## config.mk

```make
export PLATFORM = sky130hd
export DESIGN_NAME = mic_ctrl
export DESIGN_NICKNAME = d
export VERILOG_FILES = /design/src/hw/mic_pkg.sv /design/src/hw/mic_event_reg.sv /design/src/hw/mic_ctrl.sv
export VERILOG_INCLUDE_DIRS = /design/src /design/src/hw
export SDC_FILE = /design/constraint.sdc
export NUM_CORES = 1
export LEC_CHECK = 0
export BUFFER_PORTS_ARGS = -buffer_cell sky130_fd_sc_hd__buf_4
export CORE_MARGIN = 2
export CORE_UTILIZATION = 35
export CTS_CLUSTER_SIZE = 40
export DETAILED_ROUTE_END_ITERATION = 16
export GPL_TIMING_DRIVEN = 0
export PLACE_DENSITY = 0.73
export SLEW_MARGIN = 20
export SYNTH_ARGS = -nofsm -noshare
export SYNTH_HDL_FRONTEND = slang
export SYNTH_SLANG_ARGS = --single-unit
```

## constraint.sdc

```tcl
create_clock -name sys_clk -period 2.75 [get_ports sys_clk]
set_input_delay 0.55 -clock sys_clk [delete_from_list [all_inputs] [get_ports sys_clk]]
set_output_delay 0.55 -clock sys_clk [all_outputs]
set_load 0.05 [all_outputs]
```

## src/hw/mic_consts.svh

```systemverilog
// Register offsets, field positions and reset values of the control block
`ifndef MIC_CONSTS_SVH
`define MIC_CONSTS_SVH

`define MIC_ADDR_W 12
`define MIC_CTRL_ADDR 12'h000
`define MIC_STAT_ADDR 12'h004

`define MIC_CTRL_W 3
`define MIC_CTRL_NOP_SLEEP 0
`define MIC_CTRL_BRK_LOCK 1
`define MIC_CTRL_PEND_WAKE 2
`define MIC_CTRL_RST 3'h0

`define MIC_STAT_EVENT 0
`define MIC_STAT_SLEEP 1
`define MIC_STAT_MASK 2
`define MIC_STAT_LOCK 3
`define MIC_STAT_FLAGS 4

`define MIC_FLAG_MSB 31
`define MIC_FLAG_LSB 28
`define MIC_T_BIT 24
`define MIC_CONTROL_W 2

`endif

```

## src/hw/mic_pkg.sv

```systemverilog
// Types shared by the miscellaneous-instruction control block
package mic_pkg;

    typedef enum logic [3:0] {
        OP_NO_OPERATION,
        OP_BREAKPOINT,
        OP_MASK_SET,
        OP_MASK_CLR,
        OP_MEM_BAR,
        OP_SYNC_BAR,
        OP_INSTR_BAR,
        OP_SREG_RD,
        OP_SREG_WR,
        OP_SEND_EVENT,
        OP_SUPV_CALL,
        OP_WAIT_EVENT,
        OP_WAIT_IRQ
    } mic_op_e;

    typedef enum logic [3:0] {
        SR_APP_STATUS,
        SR_INT_STATUS,
        SR_EXEC_STATUS,
        SR_INT_EXEC,
        SR_INT_APP,
        SR_EXEC_APP,
        SR_COMBINED,
        SR_MAIN_SP,
        SR_PROC_SP,
        SR_INT_MASK,
        SR_CONTROL
    } mic_sreg_e;

    typedef enum logic [1:0] {
        ST_IDLE,
        ST_SYNC_WAIT,
        ST_SLEEP_EVENT,
        ST_SLEEP_IRQ
    } mic_state_e;

    typedef struct packed {
        mic_op_e op;
        mic_sreg_e sreg;
        logic [31:0] rn_val;
        logic [7:0] imm;
    } mic_instr_s;

    typedef struct packed {
        logic exc_unmasked;
        logic exc_any;
        logic pend_new;
        logic irq_preempt;
        logic dbg_req;
        logic ext_event;
    } mic_wake_s;

endpackage

```

## src/hw/mic_event_reg.sv

```systemverilog
// Local event register: one sticky bit, set wins over clear
`timescale 1ns/1ps
module mic_event_reg (
    input wire logic sys_clk,
    input wire logic reset_n,
    input wire logic set_ev,
    input wire logic clr_ev,
    output logic event_q
);

    always_ff @(posedge sys_clk) begin
        if (!reset_n) begin
            event_q <= 1'b0;
        end else if (set_ev) begin
            event_q <= 1'b1;
        end else if (clr_ev) begin
            event_q <= 1'b0;
        end
    end

endmodule

```

## src/hw/mic_ctrl.sv

```systemverilog
// Execution control of miscellaneous instructions with APB control regs
//
// How it works
// - Breakpoint enters debug state; its 8-bit immediate is ignored.
// - Without debugger, breakpoint raises hard fault or locks up.
// - Mask-set form sets the interrupt mask bit; mask-clear clears it.
// - Unprivileged change-state acts as no-operation; mask unchanged.
// - Data memory barrier orders memory accesses only, not other work.
// - Sync barrier stalls later instructions until earlier accesses end.
// - Instruction barrier flushes the pipeline for refetch.
// - Special register read copies chosen register to a general one.
// - Unprivileged special reads other than application status give 0.
// - Special register write loads chosen register from source.
// - Unprivileged special writes except application status ignored.
// - Special write to a flag-holding view sets flags from source.
// - No other instruction here changes the condition flags.
// - No-operation has no effect and completes at once.
// - Send-event signals all processors and sets local event bit.
// - Supervisor call raises its exception; immediate is ignored.
// - Supervisor call at equal or higher priority faults instead.
// - Wait-for-event with event bit 0 sleeps until a wake condition.
// - Wait-for-event wakes on exception, pend, debug or event.
// - Wait-for-event with event bit 1 clears it and completes.
// - Wait-for-interrupt wakes on exception, preempting pend, debug.
// - Both sleep instructions may run as no-operation.
//
// The APB interface to the registers and the register offsets were chosen for this implementation.
`timescale 1ns/1ps
`include "mic_consts.svh"
module mic_ctrl (
    input wire logic sys_clk,
    input wire logic reset_n,
    input wire logic psel,
    input wire logic penable,
    input wire logic pwrite,
    input wire logic [11:0] paddr,
    input wire logic [31:0] pwdata,
    output logic [31:0] prdata,
    output logic pready,
    output logic pslverr,
    input wire logic instr_valid,
    input wire mic_pkg::mic_instr_s instr,
    output logic instr_ready,
    output logic instr_done,
    input wire logic privileged,
    input wire logic [5:0] interrupt_status_reg_num,
    input wire logic thumb_bit,
    input wire logic [7:0] exec_prio,
    input wire logic [7:0] svc_prio,
    input wire logic mem_pending,
    input wire logic dbg_attached,
    input wire logic dbg_enabled,
    input wire mic_pkg::mic_wake_s wake,
    output logic debug_entry,
    output logic hard_fault,
    output logic lockup,
    output logic svc_exc,
    output logic pipe_flush,
    output logic mem_hold,
    output logic sev_out,
    output logic sleeping,
    output logic rd_we,
    output logic [31:0] rd_data,
    output logic [3:0] cond_flags,
    output logic int_mask,
    output logic [1:0] control_val,
    output logic [31:0] main_sp,
    output logic [31:0] proc_sp
);
    import mic_pkg::*;

    mic_state_e state_q, state_d;
    logic ready_q, done_q, take, done_d;
    logic [`MIC_CTRL_W-1:0] ctrl_q;
    logic [31:0] prdata_q;
    logic pready_q, pslverr_q;
    logic [3:0] flags_q;
    logic interrupt_mask_reg_q;
    logic [1:0] control_q;
    logic [31:0] msp_q, psp_q;
    logic rd_we_q;
    logic [31:0] rd_data_q;
    logic dbg_q, hf_q, lock_q, svc_q, flush_q, hold_q, sev_q, sleep_q;
    logic event_q, nop_sleep, wfe_wake, wfi_wake, ev_set, ev_clr;
    logic setup, wr_acc;

    assign take = instr_valid & ready_q;
    assign nop_sleep = ctrl_q[`MIC_CTRL_NOP_SLEEP];

    assign wfe_wake = event_q | wake.exc_unmasked
        | (wake.pend_new & ctrl_q[`MIC_CTRL_PEND_WAKE])
        | (wake.dbg_req & dbg_enabled);
    // wake causes for wait-for-interrupt, debug always counts
    assign wfi_wake = wake.exc_any | wake.irq_preempt | wake.dbg_req;

    always_comb begin
        state_d = state_q;
        unique case (state_q)
            ST_IDLE: begin
                if (take) begin
                    case (instr.op)
                        OP_SYNC_BAR: begin
                            if (mem_pending) begin
                                state_d = ST_SYNC_WAIT;
                            end
                        end
                        // sleep only when no event is held
                        OP_WAIT_EVENT: begin
                            if (!nop_sleep && !event_q) begin
                                state_d = ST_SLEEP_EVENT;
                            end
                        end
                        // sleep may be turned into no-operation
                        OP_WAIT_IRQ: begin
                            if (!nop_sleep) begin
                                state_d = ST_SLEEP_IRQ;
                            end
                        end
                        default: state_d = ST_IDLE;
                    endcase
                end
            end
            ST_SYNC_WAIT: begin
                if (!mem_pending) begin
                    state_d = ST_IDLE;
                end
            end
            ST_SLEEP_EVENT: begin
                if (wfe_wake) begin
                    state_d = ST_IDLE;
                end
            end
            ST_SLEEP_IRQ: begin
                if (wfi_wake) begin
                    state_d = ST_IDLE;
                end
            end
        endcase
    end

    // one-cycle ops, no-operation included, finish next cycle
    assign done_d = (state_d == ST_IDLE)
        && (take || state_q != ST_IDLE);

    always_ff @(posedge sys_clk) begin
        if (!reset_n) begin
            state_q <= ST_IDLE;
            ready_q <= 1'b0;
            done_q <= 1'b0;
            sleep_q <= 1'b0;
        end else begin
            state_q <= state_d;
            ready_q <= (state_d == ST_IDLE);
            done_q <= done_d;
            sleep_q <= (state_d == ST_SLEEP_EVENT)
                || (state_d == ST_SLEEP_IRQ);
        end
    end

    // own send-event sets the local bit; outside events too
    assign ev_set = (take && instr.op == OP_SEND_EVENT) | wake.ext_event;
    // held event is consumed by wait-for-event
    assign ev_clr = (take && instr.op == OP_WAIT_EVENT && !nop_sleep)
        || (state_q == ST_SLEEP_EVENT && state_d == ST_IDLE);

    mic_event_reg u_event (
        .sys_clk(sys_clk),
        .reset_n(reset_n),
        .set_ev(ev_set),
        .clr_ev(ev_clr),
        .event_q(event_q)
    );

    function automatic logic has_flags(mic_sreg_e s);
        return s == SR_APP_STATUS || s == SR_INT_APP
            || s == SR_EXEC_APP || s == SR_COMBINED;
    endfunction

    function automatic logic [31:0] sreg_val(mic_sreg_e s);
        logic [31:0] app;
        logic [31:0] ist;
        logic [31:0] est;
        app = {flags_q, 28'h0000000};
        ist = {26'h0, interrupt_status_reg_num};
        est = 32'h00000000;
        est[`MIC_T_BIT] = thumb_bit;
        case (s)
            SR_APP_STATUS: sreg_val = app;
            SR_INT_STATUS: sreg_val = ist;
            SR_EXEC_STATUS: sreg_val = est;
            SR_INT_EXEC: sreg_val = ist | est;
            SR_INT_APP: sreg_val = app | ist;
            SR_EXEC_APP: sreg_val = app | est;
            SR_COMBINED: sreg_val = app | ist | est;
            SR_MAIN_SP: sreg_val = msp_q;
            SR_PROC_SP: sreg_val = psp_q;
            SR_INT_MASK: sreg_val = {31'h0, interrupt_mask_reg_q};
            SR_CONTROL: sreg_val = {30'h0, control_q};
            default: sreg_val = 32'h00000000;
        endcase
    endfunction

    // Special registers; only the write op may touch the flags
    always_ff @(posedge sys_clk) begin
        if (!reset_n) begin
            flags_q <= 4'h0;
            interrupt_mask_reg_q <= 1'b0;
            control_q <= 2'h0;
            msp_q <= 32'h00000000;
            psp_q <= 32'h00000000;
        end else if (take) begin
            case (instr.op)
                OP_MASK_SET: if (privileged) interrupt_mask_reg_q <= 1'b1;
                OP_MASK_CLR: if (privileged) interrupt_mask_reg_q <= 1'b0;
                OP_SREG_WR: begin
                    // flags taken straight from source bits
                    // no other op reaches the flags
                    if (has_flags(instr.sreg) && (privileged
                        || instr.sreg == SR_APP_STATUS)) begin
                        flags_q <= instr.rn_val[`MIC_FLAG_MSB:
                            `MIC_FLAG_LSB];
                    end
                    if (privileged) begin
                        case (instr.sreg)
                            SR_MAIN_SP: msp_q <= instr.rn_val;
                            SR_PROC_SP: psp_q <= instr.rn_val;
                            SR_INT_MASK: interrupt_mask_reg_q <= instr.rn_val[0];
                            SR_CONTROL: control_q <= instr.rn_val[1:0];
                            default: control_q <= control_q;
                        endcase
                    end
                end
                default: flags_q <= flags_q;
            endcase
        end
    end

    always_ff @(posedge sys_clk) begin
        if (!reset_n) begin
            rd_we_q <= 1'b0;
            rd_data_q <= 32'h00000000;
        end else begin
            rd_we_q <= take && instr.op == OP_SREG_RD;
            if (take && instr.op == OP_SREG_RD) begin
                rd_data_q <= (privileged || instr.sreg == SR_APP_STATUS)
                    ? sreg_val(instr.sreg) : 32'h00000000;
            end
        end
    end

    // Exception requests; lockup stays until reset by design
    always_ff @(posedge sys_clk) begin
        if (!reset_n) begin
            dbg_q <= 1'b0;
            hf_q <= 1'b0;
            svc_q <= 1'b0;
            lock_q <= 1'b0;
        end else begin
            dbg_q <= 1'b0;
            hf_q <= 1'b0;
            svc_q <= 1'b0;
            if (take && instr.op == OP_BREAKPOINT) begin
                // debug entry when a debugger listens
                // otherwise fault or lockup as configured
                if (dbg_attached) begin
                    dbg_q <= 1'b1;
                end else if (ctrl_q[`MIC_CTRL_BRK_LOCK]) begin
                    lock_q <= 1'b1;
                end else begin
                    hf_q <= 1'b1;
                end
            end
            if (take && instr.op == OP_SUPV_CALL) begin
                if (exec_prio <= svc_prio) begin
                    hf_q <= 1'b1;
                end else begin
                    svc_q <= 1'b1;
                end
            end
        end
    end

    // Barriers and event broadcast
    always_ff @(posedge sys_clk) begin
        if (!reset_n) begin
            flush_q <= 1'b0;
            hold_q <= 1'b0;
            sev_q <= 1'b0;
        end else begin
            flush_q <= take && instr.op == OP_INSTR_BAR;
            // hold later memory ops only; the barrier retires
            hold_q <= ((take && instr.op == OP_MEM_BAR) || hold_q)
                && mem_pending;
            sev_q <= take && instr.op == OP_SEND_EVENT;
        end
    end

    // APB slave, answers in the first access cycle
    assign setup = psel & ~penable;
    assign wr_acc = psel & penable & pready_q & pwrite;

    always_ff @(posedge sys_clk) begin
        if (!reset_n) begin
            ctrl_q <= `MIC_CTRL_RST;
            pready_q <= 1'b0;
            pslverr_q <= 1'b0;
            prdata_q <= 32'h00000000;
        end else begin
            pready_q <= setup;
            pslverr_q <= setup && paddr != `MIC_CTRL_ADDR
                && paddr != `MIC_STAT_ADDR;
            if (setup) begin
                prdata_q <= 32'h00000000;
                if (!pwrite && paddr == `MIC_CTRL_ADDR) begin
                    prdata_q[`MIC_CTRL_W-1:0] <= ctrl_q;
                end
                if (!pwrite && paddr == `MIC_STAT_ADDR) begin
                    prdata_q[`MIC_STAT_EVENT] <= event_q;
                    prdata_q[`MIC_STAT_SLEEP] <= sleep_q;
                    prdata_q[`MIC_STAT_MASK] <= interrupt_mask_reg_q;
                    prdata_q[`MIC_STAT_LOCK] <= lock_q;
                    prdata_q[`MIC_STAT_FLAGS+3:`MIC_STAT_FLAGS] <= flags_q;
                end
            end
            if (wr_acc && paddr == `MIC_CTRL_ADDR) begin
                ctrl_q <= pwdata[`MIC_CTRL_W-1:0];
            end
        end
    end

    assign prdata = prdata_q;
    assign pready = pready_q;
    assign pslverr = pslverr_q;
    assign instr_ready = ready_q;
    assign instr_done = done_q;
    assign debug_entry = dbg_q;
    assign hard_fault = hf_q;
    assign lockup = lock_q;
    assign svc_exc = svc_q;
    assign pipe_flush = flush_q;
    assign mem_hold = hold_q;
    assign sev_out = sev_q;
    assign sleeping = sleep_q;
    assign rd_we = rd_we_q;
    assign rd_data = rd_data_q;
    assign cond_flags = flags_q;
    assign int_mask = interrupt_mask_reg_q;
    assign control_val = control_q;
    assign main_sp = msp_q;
    assign proc_sp = psp_q;
endmodule

```

==> impl_results.md <==
* Synthesized-area fraction occupied by adder cells at 1.93%
* Prevailing post-synth register cell: dfxtp_1
* Resized Gates After CTS at 0
* Initial antenna violation count at 0
* Kind of critical path: input pin to flop
* Post-Synth XOR/XNOR Area at 0.153%
* Register bit count reported by yosys at 129
* Clk buf depth at 2
* Cell variety after synth at 58
* I/O Pins at 279
* Final setup violation count at 0
* CP Capture Type: flop
* Post-route ant nets at 0
* Post-synthesis mux area share at 2.65%
* Fillcell total at 1549
* Die Width at 132 um
* FF-to-FF path depth at 5
* TritonCTS clock tree: done
* Largest net degree at the start of global routing at 17
* Die Area at 17400 um^2
* DRC at 0
* Hold Path Origin: dbg_attached
* Fin Setup TNS at 0 ns
* Slew @ Worst Pin at 0.667 ns
* Final Routed Wirelength at 19100 um
* Min-delay worst type: input pin to flop
* Area delta synth->final at 44.4%
* Reg2reg start: instr_ready
* Worst vdd ir at 437 uV
* Status: finished, final reports clean
* Crit path max fanout at 10
* Avg Inst Size Synth at 8.22 um^2
* Worst-skew pair later-pin latency at 0.42 ns
* Max-Cap Viols at 0
* Clock transition at the registers of the reported paths at 0.06 ns
* CTS sink cnt at 129
* Critical Path RT at 3.03 ns
* Ys async rst share at 0%
* P_leak at 3.52 nW
* Commonest non-fill, non-tap cell in the layout: buf_4
* Placer Congestion at 0.878
* Flop-to-flop setup slack at 0.93 ns
* Hold buffer count at CTS at 0
* Reg-to-Reg End: rd_data[26]
* Critical Path AT at 2.29 ns
* WHS Path Cells at 2
* Syn Std Cell Area at 5710 um^2
* Synth Area in Simple Gates at 19.8%
* 1st-iter DRT viols at 366
* Clk root buf: clkbuf_16
* Antenna cells at 0
* Worst Setup Start Kind: input pin
* Die height at 132 um
* Fmax achieved at 0.496 GHz
* Hold Path End: hard_fault
* Leading cell types in the layout, fill and taps excluded: buf_4, nand2_1, dfxtp_1
* Final Cycle Share at 73.3%
* Core area at 15900 um^2
* Num rows at 46
* Complex-gate fraction of the synthesized area at 20.5%
* Initial Util at 35.8%
* Grt total ovfl at 0
* Main combinational cell family by area after synthesis: compound AO/OA/AOI/OAI gates
* Pwr Density at 546 nW/um^2
* 1st-pass router iterations at 6
* RSZ-0062 raised after global routing: no
* Via-per-instance ratio at 4.96
* Global-route wire length before repair at 30200 um
* Synthesized instance count at 695
* Total CTS buffers at 17
* Final-report max-slew violation count at 0
* Port Buf Inserts at 212
* Number of global-route vias before repair at 5566
* Post-synth EDFFs at 0
* Final #Nets at 1088
* Layout cells sized above 1 at 32.1%
* Setup repair bufs after CTS at 0
* Seq/Total Area, Yosys at 45.2%
* Min Tclk post-route at 2.02 ns
* GR Util All Layers at 22.1%
* Clock Skews at 0.00584 ns
* CTS H-Tree Depth at 4
* Vias at 5839
* Slew margin rel. at 55.5%
* Final core occ at 51.7%
* Routed WL per cell at 16.2 um
* YS warnings at 0
* Final hold violations at 0
* Post-DP HPWL at 14700 um
-- power breakdown --
part           switching, mW  total [mW]  internal (mW)
sequential           0.00438        1.88           1.87
clock                  0.886        2.23           1.34
combinational          0.238       0.399          0.161
-- worst max-delay path by stage --
stage | start | end | cells past startpoint
2_1_floorplan | instr[45] | instr_done | 6
3_3_place_gp | instr[47] | rd_data[26] | 7
3_5_place_dp | instr[43] | rd_data[28] | 7
4_1_cts | instr[43] | rd_data[28] | 7
5_1_grt | instr[43] | rd_data[28] | 7
6_report | instr[43] | rd_data[28] | 7
-- per-stage QoR --
stage | hold slack, ns | cells | cell area [um^2] | power (mW) | worst slack (ns)
after CTS | 0.327 | 1178 | 8250 | 4.53 | 0.840
final | 0.343 | 1178 | 8250 | 4.50 | 0.734
after detailed placement | 0.444 | 1146 | 7660 | 2.31 | 0.404
after global routing | 0.338 | 1178 | 8250 | 4.66 | 0.674
after floorplan | 0.476 | 718 | 5800 | 2.15 | 0.896
after global placement | 0.436 | 1146 | 7660 | 2.31 | 0.416
-- routing by layer --
layer | up-vias | part of all wire (%) | wire (um) | global-route usage (%)
li1 | 2868 | - | - | -
met1 | 2676 | 44 | 8410 | 28.8
met2 | 243 | 44 | 8490 | 34.0
met3 | 52 | 7.4 | 1410 | 5.69
met4 | 0 | 4.1 | 784 | 11.1
met5 | - | 0 | 0 | 0
-- state kept, by name (all words and copies together), names as in the netlist, 2 cells and up --
name and cells:
control_val 2, proc_sp 32, state_q 2, main_sp 32, prdata 8, rd_data 32
ctrl_q 3, cond_flags 4
-- final cells by class --
| type | count | area, um^2 | share of cell area [%] |
|---|---|---|---|
| plain buffers | 70 | 419 | 5.08 |
| clock buffers | 17 | 425 | 5.16 |
| clock inverters | 15 | 161 | 1.96 |
| inverters | 37 | 139 | 1.68 |
| multi-input cells | 482 | 2660 | 32.2 |
| flip-flops and latches | 129 | 2580 | 31.3 |
| well taps | 216 | 270 | 3.28 |
| repair buffers | 212 | 1590 | 19.3 |
-- Yosys cell counts (2+ instances only) --
cell type / count / area [um^2]
and3_1: 4 / 25.0
and2b_1: 2 / 15.0
o21a_1: 2 / 15.0
a222oi_1: 9 / 90.1
nand4b_1: 4 / 35.0
nor4_1: 3 / 18.8
a31oi_1: 2 / 12.5
ha_1: 8 / 100
o22a_1: 23 / 201
o21ai_0: 18 / 90.1
inv_1: 37 / 139
a21oi_1: 72 / 360
o31ai_1: 2 / 15.0
o211ai_1: 3 / 22.5
and2_1: 5 / 31.3
nand2_1: 156 / 586
a311oi_1: 2 / 17.5
dfxtp_1: 129 / 2580
buf_6: 3 / 33.8
buf_2: 23 / 115
nand3_1: 7 / 35.0
nor2_1: 47 / 176
a2111oi_2: 2 / 30.0
nand4_1: 4 / 25.0
mux2i_1: 14 / 140
nor3_1: 8 / 40.0
nor2_2: 3 / 18.8
a22o_1: 5 / 43.8
buf_4: 28 / 210
clkbuf_1: 16 / 60.1
nor2b_1: 3 / 18.8
a22oi_1: 23 / 173
nand2b_1: 2 / 12.5
or3_1: 2 / 12.5
-- critical path, stage by stage --
cell,delay [ns]
buf_4,0.15
nor3b_2,0.18
and2b_1,0.15
buf_2,0.14
clkbuf_1,0.29
a222oi_1,0.67
o21ai_0,0.15
-- logic make-up after synthesis --
group / after synthesis
xor gates and xnor gates: 1
AOI/OAI and AO/OA: 174
other: 1
buffers and inverters: 107
and+or+nand+nor: 259
muxes: 15
adders and majority gates: 9
DFF: 129
(Power assumes the default switching activity.)
